$ cat config.mk
export PLATFORM = sky130hd
export DESIGN_NAME = ihp_port
export DESIGN_NICKNAME = d
export VERILOG_FILES = /design/src/ihp_pkg.sv /design/src/ihp_port.sv /design/src/ihp_fifo.sv
export SDC_FILE = /design/constraint.sdc
export NUM_CORES = 1
export LEC_CHECK = 0
export CAP_MARGIN = 20
export CORE_ASPECT_RATIO = 0.8
export CORE_MARGIN = 10
export CORE_UTILIZATION = 60
export CTS_BUF_LIST = sky130_fd_sc_hd__clkbuf_4 sky130_fd_sc_hd__clkbuf_8 sky130_fd_sc_hd__clkbuf_16
export DETAILED_ROUTE_END_ITERATION = 8
export DONT_BUFFER_PORTS = 1
export GPL_TIMING_DRIVEN = 1
export HOLD_SLACK_MARGIN = 0.1
export PLACE_DENSITY = 0.78
export SLEW_MARGIN = 20
export SYNTH_ARGS = -nofsm -noshare
export SYNTH_HDL_FRONTEND = slang
export SYNTH_HIERARCHICAL = 1
export SYNTH_SLANG_ARGS = --single-unit
$ cat constraint.sdc
create_clock -name CLK_SYS -period 4.7 [get_ports CLK_SYS]
set_clock_uncertainty 0.15 [all_clocks]
set_input_delay 0.94 -clock CLK_SYS [delete_from_list [all_inputs] [get_ports CLK_SYS]]
set_output_delay 0.94 -clock CLK_SYS [all_outputs]
set_load 0.03 [all_outputs]
$ cat src/ihp_pkg.sv
// Package with constants and types for the ISA/EISA host bus port.
package ihp_pkg;
  localparam int          CLK_HZ          = 20000000;
  localparam int          EISA_MIN_ACC_NS = 180;
  localparam int          EISA_MIN_ACC_CY = (EISA_MIN_ACC_NS * (CLK_HZ / 1000000) + 999) / 1000;
  localparam logic [11:0] IO_BASE_RST     = 12'h030;
  localparam int          ADDR_HI         = 15;
  localparam int          ADDR_LO_DEC     = 4;
  localparam int          FIFO_DEPTH      = 16;
  localparam int          DATA_W          = 32;
  localparam logic [1:0]  RDY_DELAY_CY    = 2'h2;
  typedef enum logic [2:0] {
    IHP_IDLE  = 3'b000,
    IHP_RWAIT = 3'b001,
    IHP_RDATA = 3'b010,
    IHP_WACT  = 3'b011,
    IHP_WDONE = 3'b100
  } ihp_state_t;
endpackage

$ cat src/ihp_port.sv
// Host bus port: ISA 16-bit and EISA 32-bit I/O slave with burst DMA data path.
// How it works
// RL1: ISA mode is a 16-bit I/O peripheral only; no 8-bit mode.
// RL2: Accesses are decoded only while address enable is low.
// RL3: Host gives address before read strobe; device answers read data.
// RL4: Address valid before write strobe; data captured on strobe trailing edge.
// RL5: Ready drops at strobe start if busy; rises on clock after ready.
// RL6: In 16-bit mode the two low byte enables pick the data lanes.
// RL7: Unselected lanes float on reads and are ignored on writes.
// RL8: Decode output is low when A15..A4 match and address enable is low.
// RL9: Board drives the 16-bit select from decode via open collector.
// RL10: EISA mode is a 32-bit asynchronous I/O slave, with optional burst DMA.
// RL11: Glue forms read and write strobes from latched direction and command.
// RL12: EISA I/O accesses never need the ready line pulled low.
// RL13: DMA bursts move up to one doubleword per bus clock.
// RL14: DMA is doubleword aligned; CPU moves unaligned end bytes by I/O.
// RL15: During bursts, bus ready is sampled and held-off cycles are skipped.
// RL16: EISA mode latches A2..A15 on address strobe trailing edge.
// RL17: Address enable passes while address strobe is low, held from its rise.
// RL18: Host keeps read and write strobes inactive during DMA bursts.
// RL19: Data path select, from DMA acknowledge, opens the data path.
// RL20: Direction input high means device written, low means device read.
// RL21: Bus clock on the local clock input paces DMA transfers.
// RL22: The four interrupt outputs are active-high edge requests.
`timescale 1ns/10ps
`default_nettype none
module ihp_port
  import ihp_pkg::*;
#(
  parameter int          DEPTH = FIFO_DEPTH,
  parameter logic [11:0] BASE  = IO_BASE_RST
) (
  input  wire logic        CLK_SYS,
  input  wire logic        RST,
  input  wire logic        EISA_MODE,
  input  wire logic [15:1] ADDR,
  input  wire logic        ADDR_ENABLE,
  input  wire logic        IO_READ_STROBE_N,
  input  wire logic        IO_WRITE_STROBE_N,
  input  wire logic        BYTE_ENABLE_0_N,
  input  wire logic        BYTE_ENABLE_1_N,
  input  wire logic        BYTE_ENABLE_2_N,
  input  wire logic        BYTE_ENABLE_3_N,
  input  wire logic        ADDRESS_STROBE_N,
  input  wire logic        DATA_PATH_SELECT_N,
  input  wire logic        TRANSFER_DIRECTION,
  input  wire logic        LOCAL_BUS_CLOCK,
  input  wire logic        BUS_READY,
  input  wire logic [31:0] DATA_IN,
  output logic      [31:0] DATA_OUT,
  output logic      [3:0]  DATA_OE,
  output logic             ASYNC_READY_OUT,
  output logic             LOCAL_DEVICE_DECODE_N,
  input  wire logic [3:0]  INTERRUPT_SRC,
  output logic      [3:0]  INTERRUPT_OUTPUTS,
  output logic      [31:0] WR_DATA,
  output logic      [3:0]  WR_LANES,
  output logic      [15:2] WR_ADDR,
  output logic             WR_VALID,
  input  wire logic        WR_READY,
  output logic      [15:1] RD_ADDR,
  output logic             RD_REQ,
  input  wire logic [31:0] RD_DATA,
  input  wire logic        RD_VALID,
  input  wire logic [31:0] DMA_TX_DATA,
  input  wire logic        DMA_TX_VALID,
  output logic             DMA_TX_READY
);
  // Two-flop synchronisers for the host strobes, control pins and data; address and byte enables are used unsynchronised.
  localparam int NS = 10;
  // Idle level of every synchronised pin, so that no false edge follows reset.
  localparam logic [NS-1:0] SYNC_IDLE = 10'h3cf;
  logic [NS-1:0] s1_r, s2_r, s3_r;
  logic [31:0]   din_s1_r, din_s2_r;
  logic          rd_n, wr_n, ads_n, dcs_n, dir, local_bus_clock, exrdy, aen_p;
  logic          local_bus_clock_d_r, ads_d_r, wr_d_r;

  always_ff @(posedge CLK_SYS) begin
    if (RST) begin
      s1_r     <= SYNC_IDLE;
      s2_r     <= SYNC_IDLE;
      din_s1_r <= '0;
      din_s2_r <= '0;
      local_bus_clock_d_r <= 1'b0;
      ads_d_r  <= 1'b1;
      wr_d_r   <= 1'b1;
    end else begin
      s1_r     <= {IO_READ_STROBE_N, IO_WRITE_STROBE_N, ADDRESS_STROBE_N, DATA_PATH_SELECT_N,
                   TRANSFER_DIRECTION, LOCAL_BUS_CLOCK, BUS_READY, ADDR_ENABLE, 2'b11};
      s2_r     <= s1_r;
      din_s1_r <= DATA_IN;
      din_s2_r <= din_s1_r;
      local_bus_clock_d_r <= local_bus_clock;
      ads_d_r  <= ads_n;
      wr_d_r   <= wr_n;
    end
  end
  assign s3_r  = s2_r;
  assign rd_n  = s3_r[9];
  assign wr_n  = s3_r[8];
  assign ads_n = s3_r[7];
  assign dcs_n = s3_r[6];
  assign dir   = s3_r[5];
  assign local_bus_clock  = s3_r[4];
  assign exrdy = s3_r[3];
  assign aen_p = s3_r[2];

  // Address enable and EISA address latch, held from the address strobe rise.
  logic        aen_hold_r, aen_hold_nxt, aen_eff;
  logic [15:2] alat_r, alat_nxt;
  logic [3:0]  be_lat_r, be_lat_nxt;
  logic        ads_rise;
  assign ads_rise = ads_n && !ads_d_r;

  always_comb begin
    aen_hold_nxt = aen_hold_r;
    alat_nxt     = alat_r;
    be_lat_nxt   = be_lat_r;
    if (!ads_n) begin
      aen_hold_nxt = aen_p; // RL17
    end
    if (ads_rise) begin
      alat_nxt   = ADDR[15:2]; // RL16
      be_lat_nxt = {BYTE_ENABLE_3_N, BYTE_ENABLE_2_N, BYTE_ENABLE_1_N, BYTE_ENABLE_0_N};
    end
  end
  always_ff @(posedge CLK_SYS) begin
    if (RST) begin
      aen_hold_r <= 1'b1;
      alat_r     <= '0;
      be_lat_r   <= '1;
    end else begin
      aen_hold_r <= aen_hold_nxt;
      alat_r     <= alat_nxt;
      be_lat_r   <= be_lat_nxt;
    end
  end
  // Glue ORs M/IO into address enable; ISA passes it straight through.
  assign aen_eff = EISA_MODE ? (ads_n ? aen_hold_r : aen_p) : aen_p; // RL17

  // In ISA mode the decode is combinational from the address pins; EISA mode decodes the latched address alat_r.
  logic [15:4] dec_addr;
  logic        hit;
  assign dec_addr = EISA_MODE ? alat_r[15:4] : ADDR[15:4];
  assign hit      = (dec_addr == BASE) && !aen_eff; // RL2 RL8
  assign LOCAL_DEVICE_DECODE_N = !hit; // RL8

  // Lane selection: ISA uses two enables only; EISA uses all four.
  logic [3:0] lanes;
  always_comb begin
    if (EISA_MODE) begin
      lanes = ~be_lat_r; // RL10
    end else begin
      lanes = {2'b00, !BYTE_ENABLE_1_N, !BYTE_ENABLE_0_N}; // RL1 RL6
    end
  end

  // I/O access state machine.
  ihp_state_t  st_r, st_nxt;
  logic [31:0] dout_r, dout_nxt;
  logic [3:0]  oe_r, oe_nxt;
  logic        rdy_r, rdy_nxt;
  logic        wv_r, wv_nxt;
  logic [31:0] wd_r, wd_nxt;
  logic [3:0]  wl_r, wl_nxt;
  logic [15:2] wa_r, wa_nxt;
  logic [31:0] wcap_r, wcap_nxt;
  logic        rreq_r, rreq_nxt;
  logic        dma_on;
  logic        local_bus_clock_rise;
  logic        dma_wr_push, dma_take;
  logic [31:0] f_odata;
  logic        f_ovalid, f_iready;

  assign dma_on    = !dcs_n && EISA_MODE;
  assign local_bus_clock_rise = local_bus_clock && !local_bus_clock_d_r; // RL21

  always_comb begin
    st_nxt   = st_r;
    dout_nxt = dout_r;
    oe_nxt   = oe_r;
    rdy_nxt  = rdy_r;
    wd_nxt   = wd_r;
    wl_nxt   = wl_r;
    wa_nxt   = wa_r;
    wcap_nxt = wcap_r;
    wv_nxt   = wv_r && !WR_READY;
    rreq_nxt = 1'b0;
    case (st_r)
      IHP_IDLE: begin
        oe_nxt = 4'h0;
        if (hit && !rd_n && !dma_on) begin
          st_nxt   = IHP_RWAIT;
          rreq_nxt = 1'b1; // RL3
          rdy_nxt  = EISA_MODE; // RL5 RL12
        end else if (hit && !wr_n && !dma_on) begin
          st_nxt  = IHP_WACT;
          rdy_nxt = EISA_MODE || !wv_r; // RL5 RL12
        end
      end
      IHP_RWAIT: begin
        if (RD_VALID) begin
          dout_nxt = RD_DATA;
          oe_nxt   = lanes; // RL7
          rdy_nxt  = 1'b1; // RL5
          st_nxt   = IHP_RDATA;
        end
      end
      IHP_RDATA: begin
        if (rd_n) begin
          oe_nxt = 4'h0;
          st_nxt = IHP_IDLE;
        end
      end
      IHP_WACT: begin
        if (!wv_r) begin
          rdy_nxt = 1'b1; // RL5
        end
        // Data rides the same two flops as the strobe, so the last word kept is
        // the one on the pins at the trailing edge, whatever the host does later.
        if (!wr_n) begin
          wcap_nxt = din_s2_r; // RL4
        end
        if (wr_n && !wr_d_r) begin
          st_nxt = IHP_WDONE;
        end else if (wr_n) begin
          st_nxt = IHP_WDONE;
        end
      end
      IHP_WDONE: begin
        if (!wv_r || WR_READY) begin
          wd_nxt = wcap_r; // RL4
          wl_nxt = lanes; // RL7
          wa_nxt = EISA_MODE ? alat_r : ADDR[15:2];
          wv_nxt = 1'b1;
          st_nxt = IHP_IDLE;
        end
      end
      default: st_nxt = IHP_IDLE;
    endcase
    if (dma_on && !dir && f_ovalid) begin
      dout_nxt = f_odata; // RL20
      oe_nxt   = 4'hf;
    end else if (dma_on && dir) begin
      oe_nxt = 4'h0;
    end
    if (dma_wr_push && (!wv_r || WR_READY)) begin
      wd_nxt = din_s2_r; // RL20
      wl_nxt = 4'hf;
      wa_nxt = alat_r;
      wv_nxt = 1'b1; // RL13
    end
  end

  always_ff @(posedge CLK_SYS) begin
    if (RST) begin
      st_r   <= IHP_IDLE;
      dout_r <= '0;
      oe_r   <= '0;
      rdy_r  <= 1'b1;
      wd_r   <= '0;
      wl_r   <= '0;
      wa_r   <= '0;
      wcap_r <= '0;
      wv_r   <= 1'b0;
      rreq_r <= 1'b0;
    end else begin
      st_r   <= st_nxt;
      dout_r <= dout_nxt;
      oe_r   <= oe_nxt;
      rdy_r  <= rdy_nxt;
      wd_r   <= wd_nxt;
      wl_r   <= wl_nxt;
      wa_r   <= wa_nxt;
      wcap_r <= wcap_nxt;
      wv_r   <= wv_nxt;
      rreq_r <= rreq_nxt;
    end
  end

  // DMA read path buffers outgoing doublewords; one moves per rising bus clock edge while bus ready is high.
  assign dma_take    = dma_on && !dir && local_bus_clock_rise && exrdy; // RL13 RL15 RL19
  assign dma_wr_push = dma_on && dir && local_bus_clock_rise && exrdy; // RL15 RL20

  ihp_fifo #(.W(DATA_W), .D(DEPTH)) u_fifo (
    .clk       (CLK_SYS),
    .rst       (RST),
    .in_data   (DMA_TX_DATA),
    .in_valid  (DMA_TX_VALID),
    .in_ready  (f_iready),
    .out_data  (f_odata),
    .out_valid (f_ovalid),
    .out_ready (dma_take)
  );
  assign DMA_TX_READY = f_iready;

  // Interrupt requests are registered active-high levels whose edges signal events.
  logic [3:0] irq_r;
  always_ff @(posedge CLK_SYS) begin
    if (RST) begin
      irq_r <= '0;
    end else begin
      irq_r <= INTERRUPT_SRC; // RL22
    end
  end

  // A DMA write doubleword goes out on the write port only if the port is free at that bus clock edge; otherwise it is lost.
  assign WR_DATA   = wd_r;
  assign WR_LANES  = wl_r;
  assign WR_ADDR   = wa_r;
  assign WR_VALID  = wv_r;
  assign RD_ADDR   = EISA_MODE ? {alat_r, 1'b0} : ADDR[15:1];
  assign RD_REQ    = rreq_r;
  assign DATA_OUT  = dout_r;
  assign DATA_OE   = oe_r;
  assign ASYNC_READY_OUT   = rdy_r;
  assign INTERRUPT_OUTPUTS = irq_r;

  ready_after_read_a: assert property (@(posedge CLK_SYS) disable iff (RST)
    (st_r == IHP_RWAIT && RD_VALID) |=> ASYNC_READY_OUT) else $error("ready not raised"); // RL5
  decode_blocked_a: assert property (@(posedge CLK_SYS) disable iff (RST)
    aen_eff |-> LOCAL_DEVICE_DECODE_N) else $error("decode while enable high"); // RL2
  isa_lanes_a: assert property (@(posedge CLK_SYS) disable iff (RST)
    (!EISA_MODE && st_r == IHP_RDATA) |-> (DATA_OE[3:2] == 2'b00)) else $error("upper lanes"); // RL1
  eisa_ready_a: assert property (@(posedge CLK_SYS) disable iff (RST) // RL12
    (EISA_MODE && st_r != IHP_RWAIT && !dma_on) |-> ##1 (EISA_MODE -> ASYNC_READY_OUT))
    else $error("eisa ready low");
  write_capture_a: assert property (@(posedge CLK_SYS) disable iff (RST) // RL4
    (st_r == IHP_WDONE && !wv_r) |=> (WR_VALID && WR_DATA == $past(wcap_r)))
    else $error("write data not captured");
  dma_pop_a: assert property (@(posedge CLK_SYS) disable iff (RST) // RL15
    (dma_on && !dir && local_bus_clock_rise && !exrdy && f_ovalid) |=> $stable(f_odata))
    else $error("pop during wait");
  irq_follow_a: assert property (@(posedge CLK_SYS) disable iff (RST)
    ##1 (INTERRUPT_OUTPUTS == $past(INTERRUPT_SRC))) else $error("irq mismatch"); // RL22
  read_req_a: assert property (@(posedge CLK_SYS) disable iff (RST)
    (st_r == IHP_IDLE && hit && !rd_n && !dma_on) |=> RD_REQ) else $error("no read request"); // RL3
endmodule
`default_nettype wire

$ cat src/ihp_fifo.sv
// Synchronous FIFO with valid and ready on both sides.
`timescale 1ns/10ps
`default_nettype none
module ihp_fifo #(
  parameter int W = 32,
  parameter int D = 16
) (
  input  wire logic         clk,
  input  wire logic         rst,
  input  wire logic [W-1:0] in_data,
  input  wire logic         in_valid,
  output logic              in_ready,
  output logic [W-1:0]      out_data,
  output logic              out_valid,
  input  wire logic         out_ready
);
  localparam int AW = $clog2(D);
  logic [W-1:0] mem [D];
  logic [AW-1:0] wp_r, wp_nxt, rp_r, rp_nxt;
  logic [AW:0]   cnt_r, cnt_nxt;
  logic          push, pop;

  assign in_ready  = (cnt_r != (AW+1)'(D));
  assign out_valid = (cnt_r != '0);
  assign out_data  = mem[rp_r];
  assign push      = in_valid && in_ready;
  assign pop       = out_valid && out_ready;

  always_comb begin
    wp_nxt  = push ? wp_r + 1'b1 : wp_r;
    rp_nxt  = pop ? rp_r + 1'b1 : rp_r;
    cnt_nxt = cnt_r + (AW+1)'(push) - (AW+1)'(pop);
  end

  always_ff @(posedge clk) begin
    if (rst) begin
      wp_r  <= '0;
      rp_r  <= '0;
      cnt_r <= '0;
    end else begin
      wp_r  <= wp_nxt;
      rp_r  <= rp_nxt;
      cnt_r <= cnt_nxt;
    end
    if (push) begin
      mem[wp_r] <= in_data;
    end
  end
endmodule
`default_nettype wire

==> results of run 1 <==
## worst max-delay path: stages
cell	delay, ns
or4_1	0.52
or4_4	0.46
a2111o_1	0.54
## state kept, by name (all words and copies together), names as in the netlist, 5 cells and up, named ones only
| name | cells |
|---|---|
| u_fifo/mem | 512 |
| DATA_OUT | 32 |
| WR_DATA | 32 |
| din_s1_r | 32 |
| din_s2_r | 32 |
| wcap_r | 32 |
| WR_ADDR | 14 |
| alat_r | 14 |
| s1_r | 8 |
| s2_r | 8 |
| u_fifo/cnt_r | 5 |
## where the power goes
group	leakage [nW]	internal [mW]	switching [mW]	total [mW]
Clock	1.17	3.35	2.39	5.74
Sequential	6.63	7.32	0.112	7.44
Combinational	2.45	0.252	0.386	0.637
## metal layers
layer,part of all wire,vias up
li1,-,6770
met1,0.39,7766
met5,0,-
met2,0.49,726
met4,0.026,0
met3,0.10,113
## cells by family (layout without fill, tap and decap cells)
group	after synthesis	in the layout	share of synthesized area
adders and majority gates	12	12	0.00557
AOI/OAI and AO/OA	209	209	0.0522
other	0	4	0
muxes	194	194	0.126
buffers and inverters	129	186	0.0192
and+or+nand+nor	477	477	0.0771
DFF	758	758	0.718
xor gates and xnor gates	8	8	0.00248
## layout by cell type (no fill, tap or decap), types with 4 or more instances in the layout
cell / count
nor3_1: 5
nor2_4: 13
bufinv_16: 5
mux2i_1: 52
nand2b_1: 10
or2_2: 14
o21ai_0: 8
clkinv_1: 14
ha_1: 11
nand3b_1: 6
clkbuf_4: 18
nor2_1: 103
a22oi_1: 64
edfxtp_1: 512
clkbuf_16: 72
clkbuf_8: 9
nand2_1: 210
diode_2: 4
inv_6: 5
a211oi_1: 33
mux4_2: 128
dfxtp_1: 244
clkinv_2: 4
mux2_2: 14
inv_1: 15
nand3_1: 9
xor2_1: 6
nor3_2: 4
buf_4: 37
a21oi_1: 55
nor2b_1: 81
a311oi_1: 36
## per-stage QoR
stage / power [mW] / utilization
floorplan: 8.03 / -
global placement: 8.17 / 0.621
detailed placement: 8.21 / 0.621
CTS: 13.9 / 0.671
global route: 14.2 / 0.672
finish: 13.8 / 0.672
## cell type report
class / count / area (um^2) / share of cell area
inverters: 15 / 56.3 / 0.00179
diodes: 4 / 10.0 / 0.000318
clock inverters: 31 / 287 / 0.00910
repair buffers: 41 / 365 / 0.0116
multi-input cells: 900 / 7610 / 0.242
well taps: 620 / 776 / 0.0246
clock buffers: 99 / 2060 / 0.0655
flip-flops and latches: 758 / 20300 / 0.645
## worst max path at each step
stage | from | to | slack, ns | depth (start not counted)
final | ADDR[6] | LOCAL_DEVICE_DECODE_N | 1.14 | 3
after global routing | u_fifo/cnt_r[2] | u_fifo/cnt_r[4] | 1.02 | 14
after CTS | ADDR[6] | LOCAL_DEVICE_DECODE_N | 1.15 | 3
after detailed placement | ADDR[6] | LOCAL_DEVICE_DECODE_N | 1.15 | 3
after global placement | ADDR[6] | LOCAL_DEVICE_DECODE_N | 1.15 | 3
after floorplan | u_fifo/cnt_r[2] | u_fifo/mem[1][0] | 0.47 | 7
==> flow_summary_export.csv, run 1 <==
group,metric,value,unit
synth,avgSynthCellArea,15.8,um^2
floorplanning,fp.dieH,214,um
synth,yosysSeqAreaShare,0.718,
drt,drtPass1Iterations,6,
grt,grt_start_max_net_pins,245,
critical_path,cp.arrival,2.47,ns
layout,finish.instance_area,0.0315,mm^2
grt,antenna_found_initial,4,
layout,finalNetCount,1932,
critical_path,cp-end-kind,"output port",
clock_network,cts_resized,0,
timing,holdWs,0.257,ns
hold_path,hp-class,"flop to flop",
critical_path,required,3.61,ns
outcome,status,"finished, final reports clean",
placement,placed_cell_area,0.0291,mm^2
grt,grt.busiest_layer,"met2",
timing,max_freq,281,MHz
drt,vias,15375,
timing,worst_pin_slew,1.11,ns
grt,grtUsageTotal,0.224,
synth,synth_common_cells,"512 x edfxtp_1, 246 x dfxtp_1, 210 x nand2_1",
placement,gp_congestion,0.792,
clock_network,cts.sinks,758,
timing,rsz0062_at_grt,"no",
synth,synth.distinct_cells,51,
timing,slew_viol_final,0,
timing,hold_viol,0,
grt,globalRouteOverflowTotal,0,
critical_path,rrSetupSlack,1.37,ns
pwr,peakVddDrop,0.000275,V
timing,setup_viol,0,
layout,final_cells,2468,
synth,netlist_instances,1787,
timing,slew-limit-headroom,0.259,
hold_path,holdPathStages,1,
clock_network,numCtsBuffers,71,
placement,dp.cells,2333,
synth,synth_area_leaders,"edfxtp_1 54%, dfxtp_1 17%, mux4_2 10%",
drt,via_per_inst,6.23,
synth,synth_fp_nets,1932,
layout,n_fill_cell,2995,
placement,dp_slack,1.15,ns
critical_path,crit_fanout,3,
floorplanning,io_pins,243,
synth,yosys.cell_count.top_type,"edfxtp_1",
clock_network,cts.htree.levels,3,
hold_path,whs_endpoint,"s2_r[3]",
drt,first_iter_violations,1482,
clock_network,clk_pin_slew_worst_paths,0.06,ns
synth,synth-async-reset-ratio,0,
critical_path,r2r-start,"u_fifo/cnt_r[2]",
grt,met2_usage,0.358,
synth,synthesis.area,0.0283,mm^2
floorplanning,coreArea,0.0468,mm^2
clock_network,cts_setup_buffers,0,
critical_path,r2r_end,"u_fifo/cnt_r[4]",
clock_network,cts_buffer_depth,3,
timing,fin_setup_tns,0,ns
synth,ys_ff_latch,758,
synth,synth_top_area_cell,"edfxtp_1",
hold_path,hold_start,"s1_r[3]",
drt,avgRoutedWirePerCell,25.8,um
clock_network,postCtsHoldBufs,0,
synth,synth_edf_count,512,
critical_path,crit_type,"primary input to output port",
grt,gr-usage-met1,0.293,
floorplanning,die_w,263,um
pwr,power_leakage,10.2,nW
timing,fin_crit,3.56,ns
floorplanning,die_area,0.0563,mm^2
placement,hpwlAfterDp,38.8,mm
synth,synth_top_area_frac,0.543,
floorplanning,rows,71,
floorplanning,start_util,0.604,
placement,io_buffers,0,
clock_network,cts_tree,"done",
layout,drive_gt1_frac,0.187,
timing,setup_slack,1.14,ns
synth,synthFlopType,"edfxtp_1",
grt,grt_pass1_wl,97.0,mm
clock_network,cts-root-buf,"clkbuf_16",
grt,grt_use_met3,0.0640,
grt,grt_pass1_vias,15482,
drt,drc,0,
critical_path,reg2reg_depth,14,
clock_network,clkLatencyLatePin,0.60,ns
drt,drt-total-wl,63.7,mm
drt,ant_nets,0,
job,drv_cap,0,
timing,period_share,0.757,
synth,yosys_warnings,6,
pwr,power_density,439,mW/mm^2
layout,area_growth,11.2,%
critical_path,startpoint_type,"primary input",
No activity file was read; power rests on OpenSTA's default activity.
==> run 2: changes to the inputs <==
--- a/config.mk
+++ b/config.mk
@@ -8,13 +8,13 @@
 export CAP_MARGIN = 20
 export CORE_ASPECT_RATIO = 0.8
 export CORE_MARGIN = 10
-export CORE_UTILIZATION = 60
+export CORE_UTILIZATION = 57
 export CTS_BUF_LIST = sky130_fd_sc_hd__clkbuf_4 sky130_fd_sc_hd__clkbuf_8 sky130_fd_sc_hd__clkbuf_16
 export DETAILED_ROUTE_END_ITERATION = 8
 export DONT_BUFFER_PORTS = 1
 export GPL_TIMING_DRIVEN = 1
 export HOLD_SLACK_MARGIN = 0.1
-export PLACE_DENSITY = 0.78
+export PLACE_DENSITY = 0.77
 export SLEW_MARGIN = 20
 export SYNTH_ARGS = -nofsm -noshare
 export SYNTH_HDL_FRONTEND = slang
==> constraint.sdc (replaced) <==
create_clock -name CLK_SYS -period 3.1 [get_ports CLK_SYS]
set_clock_uncertainty 0.15 [all_clocks]
set_input_delay 0.62 -clock CLK_SYS [delete_from_list [all_inputs] [get_ports CLK_SYS]]
set_output_delay 0.62 -clock CLK_SYS [all_outputs]
set_load 0.03 [all_outputs]
==> run 2 against run 1 <==
Against the previous run: sequential power increased by 52%; wire length up 9.4%; critical path depth rose by 7; final area grew 7.8%; non-clock buffer count up 202; combinational power increased by 100%; setup slack got worse by 1.0 ns; utilization grew 2.4 points; first-iteration DRC count grew 22%; sequential share of layout area shrank 4.7 points; hold slack worse by 0.12 ns; die area grew 4.8%.
==> flow_summary_export.csv, run 2 (synthesized netlist as in run 1, its figures left out) <==
group,metric,value,unit
floorplanning,die_w,269,um
grt,grtUsageTotal,0.233,
drt,drt-total-wl,69.8,mm
placement,dp_slack,0.0437,ns
drt,via_per_inst,6.01,
critical_path,cp.arrival,3.35,ns
grt,grt_start_max_net_pins,144,
placement,gp_congestion,0.752,
floorplanning,rows,72,
clock_network,cts-root-buf,"clkbuf_16",
floorplanning,start_util,0.580,
critical_path,crit_type,"flop to flop",
clock_network,clkLatencyLatePin,0.63,ns
drt,ant_nets,0,
grt,antenna_found_initial,7,
timing,fin_crit,3.00,ns
drt,drtPass1Iterations,5,
critical_path,crit_fanout,34,
clock_network,cts.htree.levels,3,
layout,n_fill_cell,2962,
clock_network,cts.sinks,758,
critical_path,cp-startpoint,"u_fifo/cnt_r[3]",
timing,max_freq,334,MHz
critical_path,rrSetupSlack,0.10,ns
pwr,peakVddDrop,0.000454,V
floorplanning,io_pins,243,
outcome,status,"finished, final reports clean",
floorplanning,die_area,0.0590,mm^2
layout,largest_register_ffs,512,
grt,grt_pass1_vias,16381,
timing,slew_viol_final,0,
critical_path,endpoint,"DATA_OUT[24]",
critical_path,cp-end-kind,"flop",
clock_network,numCtsBuffers,72,
grt,grt_pass1_wl,103,mm
critical_path,r2r_end,"DATA_OUT[24]",
timing,hold_viol,0,
timing,fin_setup_tns,0,ns
placement,dp.cells,2379,
critical_path,r2r-start,"u_fifo/cnt_r[3]",
pwr,power_density,631,mW/mm^2
timing,period_share,0.967,
pwr,p_total,21.4,mW
layout,top_register,"u_fifo/mem",
clock_network,clk_pin_slew_worst_paths,0.06,ns
clock_network,cts_buffer_depth,3,
layout,multiInputGateArea,0.00766,mm^2
layout,layout_commonest_cell,"edfxtp_1",
drt,drc,0,
timing,slew-limit-headroom,0.511,
drt,avgRoutedWirePerCell,25.6,um
timing,setup_viol,0,
layout,finalNetCount,2136,
critical_path,reg2reg_depth,10,
critical_path,required,3.46,ns
layout,regArea,0.0203,mm^2
drt,vias,16368,
drt,first_iter_violations,1803,
hold_path,hp-class,"primary input to flop",
critical_path,startpoint_type,"flop",
floorplanning,fp.dieH,219,um
layout,drive_gt1_frac,0.176,
layout,layout_common_cells,"512 x edfxtp_1, 244 x dfxtp_1, 209 x nand2_1",
floorplanning,coreArea,0.0487,mm^2
placement,io_buffers,0,
clock_network,cts_tree,"done",
grt,globalRouteOverflowTotal,0,
layout,fin_util,0.696,
layout,final_cells,2722,
layout,area_growth,20.0,%
placement,hpwlAfterDp,35.8,mm
timing,setup_slack,0.104,ns
job,drv_cap,0,
pwr,power_leakage,11.4,nW
timing,worst_pin_slew,0.733,ns
[run 2: changes by cell type in the layout (fill, tap and decap cells not counted), sizes merged]
cell | previous run | this run
buf | 41 | 44
bufinv | 5 | 1
clkbuf | 99 | 103
clkinv | 18 | 21
clkinvlp | 3 | 5
diode | 4 | 6
dlygate4sd3 | 0 | 199
inv | 20 | 18
o21ai | 9 | 10
[run 2: metrics by stage]
| stage | instance area (um^2) | hold WS [ns] |
|---|---|---|
| after floorplan | 28300 | 0.239 |
| after global placement | 29400 | 0.245 |
| after detailed placement | 29400 | 0.246 |
| after CTS | 33900 | 0.102 |
| after global routing | 33900 | 0.119 |
| final | 33900 | 0.140 |
[run 2: repair_timing]
item / 4_1_cts / 5_1_grt
hold endpoints to repair: 757 / 0
buffers inserted: 0 / 3
endpoints found under the setup margin: 0 / 8
gates resized for setup: 0 / 9
hold buffers: 200 / 0
[run 2: area by class of cell]
| cell class | count | share of cell area |
|---|---|---|
| clock buffers | 103 | 0.0647 |
| inverters | 15 | 0.00166 |
| multi-input cells | 901 | 0.226 |
| repair buffers | 243 | 0.0779 |
| flip-flops and latches | 758 | 0.598 |
| clock inverters | 30 | 0.00664 |
| diodes | 6 | 0.000442 |
| well taps | 666 | 0.0246 |
[run 2: metal layers]
layer	vias up	wire length [um]	track usage
met2	739	34900	0.376
li1	7177	-	-
met3	123	6210	0.0564
met5	-	13	0
met4	2	1560	0.0748
met1	8327	27100	0.310
[run 2: worst min path at each step]
stage | start | endpoint | cells after the start | slack [ns]
after global routing | BYTE_ENABLE_1_N | WR_LANES[1] | 2 | 0.12
after floorplan | s1_r[2] | s2_r[2] | 1 | 0.24
after global placement | s1_r[7] | s2_r[7] | 1 | 0.25
after CTS | BYTE_ENABLE_1_N | WR_LANES[1] | 2 | 0.10
final | BYTE_ENABLE_1_N | WR_LANES[1] | 2 | 0.14
after detailed placement | s1_r[7] | s2_r[7] | 1 | 0.25
[run 2: worst max-delay path, cell delays in order, from the launching register on]
cell and delay [ns]:
dfxtp_1 0.32, inv_1 0.09, ha_1 0.16, or4b_4 0.47, buf_4 0.17, nand3b_1 0.22
o21ai_4 0.15, buf_4 0.29, nor2_1 0.18, a311oi_2 0.07, dlygate4sd3_1 0.61
[run 2: report_power, final]
group	switching (mW)	internal, mW
combinational	0.743	0.561
clock	3.77	5.06
sequential	0.173	11.1
total	4.69	16.7
==> run 3: changes to the inputs <==
--- a/config.mk
+++ b/config.mk
@@ -14,7 +14,8 @@
 export DONT_BUFFER_PORTS = 1
 export GPL_TIMING_DRIVEN = 1
 export HOLD_SLACK_MARGIN = 0.1
-export PLACE_DENSITY = 0.77
+export PLACE_DENSITY = 0.8
+export SKIP_LAST_GASP = 1
 export SLEW_MARGIN = 20
 export SYNTH_ARGS = -nofsm -noshare
 export SYNTH_HDL_FRONTEND = slang
==> constraint.sdc (replaced) <==
create_clock -name CLK_SYS -period 3.1 [get_ports CLK_SYS]
set_clock_uncertainty 0.15 [all_clocks]
set_input_delay 0.62 -clock CLK_SYS [delete_from_list [all_inputs] [get_ports CLK_SYS]]
set_output_delay 0.62 -clock CLK_SYS [all_outputs]
set_load 0.02 [all_outputs]
==> run 3 against run 2 <==
Against the previous run: final area hardly changed; die area stayed put; total power hardly changed; maximum frequency is 1.3% higher; sequential power hardly changed; first-iteration DRC count is 17% higher; largest cell class unchanged; setup slack better by 0.039 ns; register-to-register slack better by 0.04 ns; global-route usage is 1.5 points higher; sequential share of layout area hardly changed.
==> flow_summary_export.csv, run 3 (synthesized netlist as in run 1, its figures left out) <==
group,metric,value,unit
pwr,switching_power,4.74,mW
timing,worst_pin_slew,0.976,ns
critical_path,rrSetupSlack,0.14,ns
clock_network,clkLatencyLatePin,0.62,ns
timing,setup_viol,0,
layout,drive_gt1_frac,0.182,
drt,ant_nets,0,
pwr,p_total,21.4,mW
critical_path,crit_fanout,3,
pwr,p_sw_frac,0.221,
layout,area_growth,20.0,%
timing,slew-limit-headroom,0.347,
timing,period_share,0.954,
drt,drt-total-wl,72.9,mm
drt,avgRoutedWirePerCell,26.6,um
layout,largest_register_ffs,512,
clock_network,cts.htree.levels,3,
pwr,pwr-share-seq,0.526,
drt,via_per_inst,6.13,
timing,slew_viol_final,0,
pwr,power_leakage,11.4,nW
pwr,p_int,16.7,mW
critical_path,r2r_end,"u_fifo/cnt_r[1]",
clock_network,clk_pin_slew_worst_paths,0.07,ns
floorplanning,die_area,0.0590,mm^2
drt,drc,0,
job,drv_cap,0,
critical_path,startpoint_type,"flop",
timing,holdWs,0.142,ns
clock_network,cts_buffer_depth,3,
floorplanning,rows,72,
drt,vias,16783,
timing,max_freq,338,MHz
floorplanning,die_w,269,um
grt,antenna_found_initial,11,
grt,grtUsageTotal,0.248,
pwr,peakVddDrop,0.000471,V
hold_path,hold_start,"BYTE_ENABLE_1_N",
hold_path,whs_endpoint,"WR_LANES[1]",
grt,globalRouteOverflowTotal,0,
grt,grt_pass1_wl,110,mm
clock_network,cts_tree,"done",
layout,layout_common_cells,"512 x edfxtp_1, 243 x dfxtp_1, 209 x nand2_1",
placement,io_buffers,0,
floorplanning,io_pins,243,
grt,grt_pass1_vias,17694,
layout,finalNetCount,2145,
floorplanning,fp.dieH,219,um
floorplanning,coreArea,0.0487,mm^2
pwr,power_density,631,mW/mm^2
critical_path,required,3.44,ns
grt,grt_start_max_net_pins,144,
clock_network,cts.sinks,758,
floorplanning,start_util,0.580,
placement,gp_congestion,0.790,
hold_path,holdPathStages,2,
drt,first_iter_violations,2106,
layout,layout_commonest_cell,"edfxtp_1",
critical_path,reg2reg_depth,12,
drt,drtPass1Iterations,8,
critical_path,r2r-start,"u_fifo/cnt_r[3]",
placement,hpwlAfterDp,38.2,mm
critical_path,crit_type,"flop to flop",
critical_path,cp.arrival,3.29,ns
clock_network,cts-root-buf,"clkbuf_16",
pwr,pwr-share-clk,0.414,
layout,top_register,"u_fifo/mem",
pwr,combPwrFrac,0.060,
outcome,status,"finished, final reports clean",
clock_network,numCtsBuffers,72,
hold_path,hp-class,"primary input to flop",
critical_path,cp-end-kind,"flop",
timing,fin_crit,2.96,ns
timing,hold_viol,0,
run 3: cell count changes in the layout (fill, tap and decap cells not counted), sizes merged:
cell         before  now
buf              44   52
clkbuf          103  105
clkinv           21   20
clkinvlp          5    3
diode             6   12
dlygate4sd3     199  201
inv              18   19
o21ai            10    9
run 3: timing repair:
action / 4_1_cts / 5_1_grt
setup endpoints to repair: 0 / 4
buffers inserted: 0 / 0
gates resized for setup: 0 / 10
hold buffers: 202 / 0
hold endpoints to repair: 757 / 0
run 3: power by group through the flow:
stage	Sequential [mW]	Clock, mW	Combinational (mW)
5_1_grt	11.3	9.34	1.38
2_1_floorplan	11.4	0	0.695
6_report	11.3	8.87	1.28
4_1_cts	11.3	8.92	1.24
3_5_place_dp	11.5	0	0.951
3_3_place_gp	11.5	0	0.916
run 3: cell type report:
type	count	area (um^2)
sequential	758	20300
fill	2856	14800
multi-input combinational	900	7660
timing repair buffer	253	2650
clock buffer	105	2180
tap	666	833
clock inverter	28	234
inverter	15	56.3
antenna	12	30.0
run 3: how the worst max path moves through the flow:
stage,start,to,slack [ns],cells after the start
after floorplan,u_fifo/cnt_r[2],u_fifo/mem[5][0],-0.18,7
after global placement,EISA_MODE,u_fifo/cnt_r[4],0.13,13
after detailed placement,EISA_MODE,u_fifo/cnt_r[4],0.11,13
after CTS,u_fifo/cnt_r[3],u_fifo/cnt_r[1],0.02,12
after global routing,s2_r[6],u_fifo/cnt_r[1],-0.0005,11
final,u_fifo/cnt_r[3],u_fifo/cnt_r[1],0.14,12
run 3: per-layer routing:
metal  track usage  up-vias  share of wire
met2         0.407      971           0.50
met4         0.108        2          0.036
met1         0.313     8434           0.36
met3        0.0597      186           0.10
li1              -     7190              -
met5             0        -        0.00023
run 3: metrics by stage:
step | instances | utilization | setup TNS [ns] | setup WS, ns | area [um^2]
after detailed placement | 2390 | 0.604 | 0 | 0.114 | 29400
after floorplan | 1787 | - | -52.10 | -0.184 | 28300
after global routing | 2734 | 0.697 | -0.000518 | -0.000518 | 33900
after global placement | 2390 | 0.604 | 0 | 0.127 | 29400
after CTS | 2725 | 0.695 | 0 | 0.0154 | 33900
final | 2737 | 0.697 | 0 | 0.142 | 34000
run 3: critical path, cell delays in order, from the launching register on:
cell,delay (ns)
dfxtp_1,0.33
inv_2,0.06
ha_2,0.16
or4b_4,0.48
nand2_4,0.09
inv_1,0.06
ha_4,0.20
inv_1,0.05
ha_2,0.16
inv_1,0.05
fa_1,0.47
nor2_1,0.04
dlygate4sd3_1,0.55
